$ cat src/rtl/cap_pkg.sv
`default_nettype none
package cap_pkg;
  // register byte addresses, chosen for this block
  localparam logic [11:0] CAP_FIRST_ADDR = 12'h080;
  localparam logic [11:0] CAP_SECOND_ADDR = 12'h084;
  localparam logic [11:0] PORT_SEL_ADDR = 12'h088;
  localparam logic [11:0] LINK_STATUS_ADDR = 12'h08C;
  // field positions in the first capability register
  localparam int HOLD_BIT = 7;
  localparam int MODE_LSB_BIT = 6;
  localparam int FREQ_BIT = 5;
  localparam int EQ_BIT = 4;
  localparam int DUAL_CAP_BIT = 3;
  localparam int CHANNEL_BIT = 2;
  localparam int GPIO_FC_BIT = 1;
  localparam int AUDIO_BIT = 0;
  localparam logic [7:0] CAP_RESET = 8'h00;
  localparam logic [1:0] MODE_HI_RESET = 2'h0;
  // decoded control-channel modes
  typedef enum logic [2:0] {
    MODE_NORMAL = 3'b000,
    MODE_GPIO_ONE = 3'b001,
    MODE_GPIO_TWO = 3'b010,
    MODE_GPIO_FOUR = 3'b011,
    MODE_RSVD_A = 3'b100,
    MODE_RSVD_B = 3'b101,
    MODE_SPI_FWD = 3'b110,
    MODE_SPI_REV = 3'b111
  } ctrl_mode_e;
endpackage
`default_nettype wire

$ cat src/rtl/remote_cap_regs.sv
// Behaviour
// - mode low bit held in bit 6
// - load capabilities after receive lock detected
// - two port copies, second port select
// - bit 5 drives frequency training pattern
// - bit 4 drives equalization training pattern
// - bit 3 reports two-lane support
// - bit 2 gives primary or secondary channel
// - hold bit suppresses automatic loading
// - decode three-bit mode into link modes
`timescale 1ns/100ps
`default_nettype none
module remote_cap_regs
  import cap_pkg::*;
(
  input wire logic pclk,
  input wire logic presetn,
  input wire logic psel,
  input wire logic penable,
  input wire logic pwrite,
  input wire logic [11:0] paddr,
  input wire logic [31:0] pwdata,
  input wire logic [3:0] pstrb,
  output logic [31:0] prdata,
  output logic pready,
  output logic pslverr,
  input wire logic [1:0] rx_lock,
  input wire logic [6:0] rx_cap_p0,
  input wire logic [6:0] rx_cap_p1,
  input wire logic [1:0] rx_mode_hi_p0,
  input wire logic [1:0] rx_mode_hi_p1,
  output logic [1:0] send_frequency_training,
  output logic [1:0] send_equalizer_training,
  output logic [1:0] two_lane_capable,
  output logic [1:0] secondary_channel,
  output logic [5:0] fast_ctrl_channel_mode,
  output logic [1:0] mode_gpio_lines_nz,
  output logic [1:0] mode_spi
);

  // lock pins come from the link receiver domain; capability words are
  // only sampled on the lock edge, after passing the same two sync flops as lock
  logic [1:0] lock_meta_ff, lock_sync_ff, lock_prev_ff;
  logic [1:0] lock_rise;
  always_ff @(posedge pclk or negedge presetn) begin
    if (!presetn) begin
      lock_meta_ff <= 2'h0;
      lock_sync_ff <= 2'h0;
      lock_prev_ff <= 2'h0;
    end else begin
      lock_meta_ff <= rx_lock;
      lock_sync_ff <= lock_meta_ff;
      lock_prev_ff <= lock_sync_ff;
    end
  end
  assign lock_rise = lock_sync_ff & ~lock_prev_ff;

  // capability words pass the same two flops as lock; the sender settles them
  // before raising lock, so the synced word is whole when the edge is seen.
  // limitation: a word that changes while lock stays high is not reloaded
  logic [6:0] cap_meta_ff [2];
  logic [6:0] cap_sync_ff [2];
  logic [1:0] hi_meta_ff [2];
  logic [1:0] hi_sync_ff [2];
  always_ff @(posedge pclk or negedge presetn) begin
    if (!presetn) begin
      for (int p = 0; p < 2; p++) begin
        cap_meta_ff[p] <= CAP_RESET[6:0];
        cap_sync_ff[p] <= CAP_RESET[6:0];
        hi_meta_ff[p] <= MODE_HI_RESET;
        hi_sync_ff[p] <= MODE_HI_RESET;
      end
    end else begin
      cap_meta_ff[0] <= rx_cap_p0;
      cap_meta_ff[1] <= rx_cap_p1;
      hi_meta_ff[0] <= rx_mode_hi_p0;
      hi_meta_ff[1] <= rx_mode_hi_p1;
      cap_sync_ff <= cap_meta_ff;
      hi_sync_ff <= hi_meta_ff;
    end
  end

  // apb decode
  wire bus_access = psel & penable;
  wire bus_write = bus_access & pwrite & pstrb[0];
  wire hit_first = (paddr == CAP_FIRST_ADDR);
  wire hit_second = (paddr == CAP_SECOND_ADDR);
  wire hit_port = (paddr == PORT_SEL_ADDR);
  wire hit_status = (paddr == LINK_STATUS_ADDR);
  wire hit_any = hit_first | hit_second | hit_port | hit_status;

  logic second_port_select_ff;
  logic [7:0] cap_ff [2];
  logic [1:0] mode_hi_ff [2];
  logic [7:0] nxt_cap [2];
  logic [1:0] nxt_mode_hi [2];
  wire [6:0] rx_cap [2];
  wire [1:0] rx_hi [2];
  // only the second sync flop feeds the loader
  assign rx_cap[0] = cap_sync_ff[0];
  assign rx_cap[1] = cap_sync_ff[1];
  assign rx_hi[0] = hi_sync_ff[0];
  assign rx_hi[1] = hi_sync_ff[1];

  // port select register
  always_ff @(posedge pclk or negedge presetn) begin
    if (!presetn) second_port_select_ff <= 1'b0;
    else if (bus_write && hit_port) second_port_select_ff <= pwdata[0];
  end

  // next value per port: software write beats an automatic load
  always_comb begin
    for (int p = 0; p < 2; p++) begin
      nxt_cap[p] = cap_ff[p];
      nxt_mode_hi[p] = mode_hi_ff[p];
      if (lock_rise[p] && !cap_ff[p][HOLD_BIT]) begin
        nxt_cap[p] = {cap_ff[p][HOLD_BIT], rx_cap[p]};
        nxt_mode_hi[p] = rx_hi[p];
      end
      if (bus_write && (second_port_select_ff == (p == 1))) begin
        if (hit_first) nxt_cap[p] = pwdata[7:0];
        if (hit_second) nxt_mode_hi[p] = pwdata[1:0];
      end
    end
  end

  // capability storage, zero until first load
  always_ff @(posedge pclk or negedge presetn) begin
    if (!presetn) begin
      cap_ff[0] <= CAP_RESET;
      cap_ff[1] <= CAP_RESET;
      mode_hi_ff[0] <= MODE_HI_RESET;
      mode_hi_ff[1] <= MODE_HI_RESET;
    end else begin
      cap_ff[0] <= nxt_cap[0];
      cap_ff[1] <= nxt_cap[1];
      mode_hi_ff[0] <= nxt_mode_hi[0];
      mode_hi_ff[1] <= nxt_mode_hi[1];
    end
  end

  // read mux for the selected port
  wire sel = second_port_select_ff;
  wire [31:0] rd_value =
    hit_first ? {24'h000000, cap_ff[sel]} :
    hit_second ? {30'h00000000, mode_hi_ff[sel]} :
    hit_port ? {31'h00000000, second_port_select_ff} :
    hit_status ? {30'h00000000, lock_sync_ff} : 32'h00000000;

  // apb answers in the access cycle; unmapped addresses error
  always_ff @(posedge pclk or negedge presetn) begin
    if (!presetn) begin
      prdata <= 32'h00000000;
      pready <= 1'b0;
      pslverr <= 1'b0;
    end else begin
      pready <= psel & ~penable;
      pslverr <= psel & ~penable & ~hit_any;
      prdata <= (psel & ~penable & ~pwrite) ? rd_value : 32'h00000000;
    end
  end

  // mode decode, three bits assembled per port
  function automatic ctrl_mode_e mode_of(input logic [1:0] hi, input logic lo);
    mode_of = ctrl_mode_e'({hi, lo});
  endfunction

  // drive link-facing controls from registers
  always_ff @(posedge pclk or negedge presetn) begin
    if (!presetn) begin
      send_frequency_training <= 2'h0;
      send_equalizer_training <= 2'h0;
      two_lane_capable <= 2'h0;
      secondary_channel <= 2'h0;
      fast_ctrl_channel_mode <= 6'h00;
      mode_gpio_lines_nz <= 2'h0;
      mode_spi <= 2'h0;
    end else begin
      for (int p = 0; p < 2; p++) begin
        send_frequency_training[p] <= nxt_cap[p][FREQ_BIT];
        send_equalizer_training[p] <= nxt_cap[p][EQ_BIT];
        two_lane_capable[p] <= nxt_cap[p][DUAL_CAP_BIT];
        secondary_channel[p] <= nxt_cap[p][CHANNEL_BIT];
        fast_ctrl_channel_mode[p*3 +: 3] <= {nxt_mode_hi[p], nxt_cap[p][MODE_LSB_BIT]};
        mode_gpio_lines_nz[p] <= mode_of(nxt_mode_hi[p], nxt_cap[p][MODE_LSB_BIT])
          inside {MODE_GPIO_ONE, MODE_GPIO_TWO, MODE_GPIO_FOUR};
        mode_spi[p] <= mode_of(nxt_mode_hi[p], nxt_cap[p][MODE_LSB_BIT])
          inside {MODE_SPI_FWD, MODE_SPI_REV};
      end
    end
  end
endmodule
`default_nettype wire

$ cat config.mk
export PLATFORM = sky130hd
export DESIGN_NAME = remote_cap_regs
export DESIGN_NICKNAME = d
export VERILOG_FILES = /design/src/rtl/cap_pkg.sv /design/src/rtl/remote_cap_regs.sv
export SDC_FILE = /design/constraint.sdc
export NUM_CORES = 1
export LEC_CHECK = 0
export ABC_AREA = 1
export BUFFER_PORTS_ARGS = -buffer_cell sky130_fd_sc_hd__clkbuf_2
export CORE_MARGIN = 2
export CORE_UTILIZATION = 53
export CTS_BUF_LIST = sky130_fd_sc_hd__clkbuf_4 sky130_fd_sc_hd__clkbuf_8
export DETAILED_ROUTE_END_ITERATION = 6
export GPL_TIMING_DRIVEN = 0
export PLACE_DENSITY = 0.87
export RECOVER_POWER = 100
export SYNTH_ARGS = -nofsm -noshare
export SYNTH_HDL_FRONTEND = slang
export SYNTH_SLANG_ARGS = --single-unit
$ cat constraint.sdc
create_clock -name pclk -period 2.3 [get_ports pclk]
set_input_delay 0.46 -clock pclk [delete_from_list [all_inputs] [get_ports pclk]]
set_output_delay 0.46 -clock pclk [all_outputs]
set_load 0.005 [all_outputs]
==> impl_summary.txt <==
----------------------------------------------------
[Run status]
  Status ... complete, no violations

[Clock tree]
  Inserted Clock Buffers ... 9
  TritonCTS clock tree ... done
  Clock Sinks ... slightly below 80
  Post-CTS setup buffer count ... 0
  Library cell used as clock root buffer ... clkbuf_8
  Maximum clock insertion buffer count ... 2
  Clock latency on the worst-skew pair ... between 0.3 and 0.4 ns
  H-tree depth ... 3
  Clock transition at the register clock pins on the worst setup and hold paths after CTS ... 0.08 ns
  CTS resizes ... 0

[Global route]
  Met1 capacity usage during global routing ... around a quarter
  Met3 usage ... 5.66%
  Number of antenna violations at the first check in global routing ... 0
  Overflow left after global routing ... 0
  Met2 routing resource usage after global routing ... 33.5%
  Total global-route track usage ... between 20% and 30%
  Pin count of the biggest net entering global routing ... 67
  Wire length of the first global-routing pass ... 9570 um
  Busiest metal layer after global routing ... met2
  Vias in the first global route ... 2143

[Timing]
  Rel. slew slack ... 46.0%
  Setup-violating endpoint count in the final report ... 0
  Sum Neg Setup Slack ... 0 ns
  Final critical path time including I/O delays and setup ... 1.85 ns
  Setup repair after global routing missed its margin ... false
  Final worst-path setup slack ... 0.446 ns
  Worst hold margin ... 0.208 ns
  Max Clock Freq ... 0.539 GHz
  Hold Vio Cnt, Final ... 0
  Maximum clock skew at final layout ... 0.00691 ns
  Slew of the pin with the lowest slew margin ... roughly 0.81 ns
  Final Slew Violations ... 0
  Final period util ... 80.6%

[Route]
  Number of search-and-repair iterations in the first detailed-routing pass ... 4
  Residual antenna-violating net count after detailed routing ... 0
  Final wirelength ... 5800 um
  Iter 0 DRT Violations ... 200
  # DRC ... 0
  Drt wl/cell ... 11.9 um
  DR vias ... 2181
  Via density ... approximately 4.5

[Critical path]
  Arrival time reported for the critical path endpoint ... 2.08 ns
  Category of the worst setup path capture point ... flop
  Critical Path Slowest Stage Cell ... nor3_1
  Kind of cell adding the most delay to the critical path ... simple AND/OR/NAND/NOR gates
  Ordered cell list for the critical path ... nor3_1 > nand3_1 > buf_2 > nor2_1 > a31oi_1
  Required time of the critical path ... 2.53 ns
  Critical Path Stages ... 5
  WS Path Type ... flop to flop
  Longest individual stage delay on the worst path ... 0.52 ns
  Critical path startpoint category ... flop
  Worst-path maximum fanout ... 10
  Count of cells along the worst register-to-register path ... 5
  Buffering stage count on the worst path with inverters included ... 1

[Worst hold path]
  Hold path cells ... 1
  Path class of the lowest-slack min-delay path ... input port to flop

[Synthesis]
  Most common flop cell mapped by yosys ... dfrtp_1
  Post-synthesis cell area ... between 3000 and 4000 um^2
  Leading cell types by total area after synthesis ... dfrtp_1 63%, buf_4 8.3%, nand2_1 7.1%, inv_1 3.8%, nor2_1 3.4%
  Gate Count Post-Synth ... 303
  Post-synth cell types ... 24
  Number of synthesized flops with an enable pin ... 0
  Synthesis warning total ... 0
  Syn Area/Cell ... 10.1 um^2
  Asr flop ratio synth ... 100%
  Sequential element share of the synthesized area ... 62.9%
  Post-synthesis cell type with the largest combined area ... dfrtp_1
  Number of flip-flops and latches in the synthesized netlist ... 77
  Portion of synthesized cell area occupied by the leading cell type ... 62.9%

[Placed design]
  Number of buffers inserted by port buffering ... between 70 and 80
  Post-placement setup slack ... around 0.48 ns
  Gp weighted congestion ... 0.929
  Number of placed instances with taps included ... 472
  HPWL after detailed placement ... 4390 um

[Floorplanning]
  Initial cell density of the core ... 55.3%
  Overall die area ... 6410 um^2
  # IOs ... 125
  Row count ... 27
  DIE HEIGHT ... 80.0 um
  Core Region ... 5540 um^2
  Horizontal extent of the die ... 80.0 um

[Finish]
  Diodes inserted ... 0
  Syn-to-layout area delta ... 24.1%
  Fill cell count ... between 400 and 500
  Ratio of cells with drive above 1 in the final layout ... 27.3%
  Final Non-Filler Cells ... 489
  Layout net count ... 485
  Final core utilization ... roughly 70%

[Pwr]
  Power density relative to cell area ... 744 nW/um^2
  Leak Pwr ... 2.01 nW
  Peak VDD IR ... 0.443 mV

[Flow run]
  Max-Cap Viols ... 0

----------------------------------------------------
==> layout make-up <==
type,instances,area (um^2),area share (%)
multi-input combinational,177,798,21.0
sequential,77,1930,50.7
clock inverter,7,80.1,2.11
inverter,32,120,3.16
timing repair buffer,75,385,10.1
buffer,40,279,7.34
clock buffer,9,124,3.26
tap,72,90.1,2.37
==> Yosys cell counts (2+ instances only) <==
| cell type | instances |
|---|---|
| buf_4 | 34 |
| o21ai_1 | 2 |
| a21oi_1 | 11 |
| nor2_1 | 28 |
| buf_2 | 2 |
| nand3_2 | 2 |
| o21ai_0 | 16 |
| a211oi_1 | 5 |
| nor3_1 | 3 |
| nand3_1 | 9 |
| nand4_1 | 6 |
| clkbuf_1 | 3 |
| dfrtp_1 | 77 |
| a31oi_1 | 8 |
| nand2_1 | 58 |
| inv_1 | 31 |
==> routing by layer <==
layer	routed length, um	part of all wire [%]	vias up
met2	2940	51	76
met3	379	6.5	13
met5	0	0	-
met1	2380	41	964
li1	-	-	1128
met4	104	1.8	0
==> what timing repair did <==
| item | CTS | global route |
|---|---|---|
| hold buffers | 1 | 0 |
| endpoints found under the setup margin | 0 | 0 |
| hold endpoints to repair | 11 | 0 |
==> cells by family (layout without fill, tap and decap cells) <==
group	count (synthesis)	after routing	share of synthesized area (%)
compound gates	43	43	7.88
buf+inv	72	163	13.3
flops	77	77	62.9
other cells	1	24	0.122
simple gates	110	110	15.8
==> registers in the layout, indices dropped and copies added (netlist names), 4 cells and up <==
register / cells
cap_ff: 10
hi_sync_ff: 4
cap_sync_ff: 14
hi_meta_ff: 4
fast_ctrl_channel_mode: 4
prdata: 8
cap_meta_ff: 14
==> final timing paths <==
check	startpoint	to	slack [ns]
setup reg to reg	second_port_select_ff	send_frequency_training[0]	0.45
setup / recovery	second_port_select_ff	send_frequency_training[0]	0.45
min in group asynchronous	presetn	pslverr	0.71
hold reg to reg	cap_meta_ff[12]	cap_sync_ff[12]	0.35
max in group asynchronous	presetn	cap_meta_ff[12]	0.83
hold / removal	rx_cap_p1[2]	cap_meta_ff[2]	0.21
==> where the power goes <==
part,internal [W],total (W),switching [W]
clock,0.000516,0.00103,0.000517
combinational,0.000150,0.000312,0.000162
sequential,0.00144,0.00148,0.0000431
==> cell usage in the layout, fill, tap and decap left out, types with 4 or more instances in the layout <==
| master | instances |
|---|---|
| dfrtp_1 | 77 |
| clkbuf_2 | 59 |
| nand2_1 | 58 |
| inv_1 | 31 |
| nor2_1 | 29 |
| buf_4 | 27 |
| conb_1 | 24 |
| clkbuf_1 | 19 |
| o21ai_0 | 16 |
| nand3_1 | 11 |
| a21oi_1 | 11 |
| clkbuf_8 | 9 |
| a31oi_1 | 8 |
| clkbuf_4 | 7 |
| nand4_1 | 6 |
| a211oi_1 | 5 |
| nor3_1 | 4 |
==> metrics by stage <==
| stage | cell area (um^2) | power (W) |
|---|---|---|
| floorplan | 3150 | 0.00167 |
| global placement | 3610 | 0.00181 |
| detailed placement | 3640 | 0.00183 |
| CTS | 3850 | 0.00286 |
| global route | 3800 | 0.00296 |
| finish | 3800 | 0.00283 |
Power figures use the tool's default switching activity.
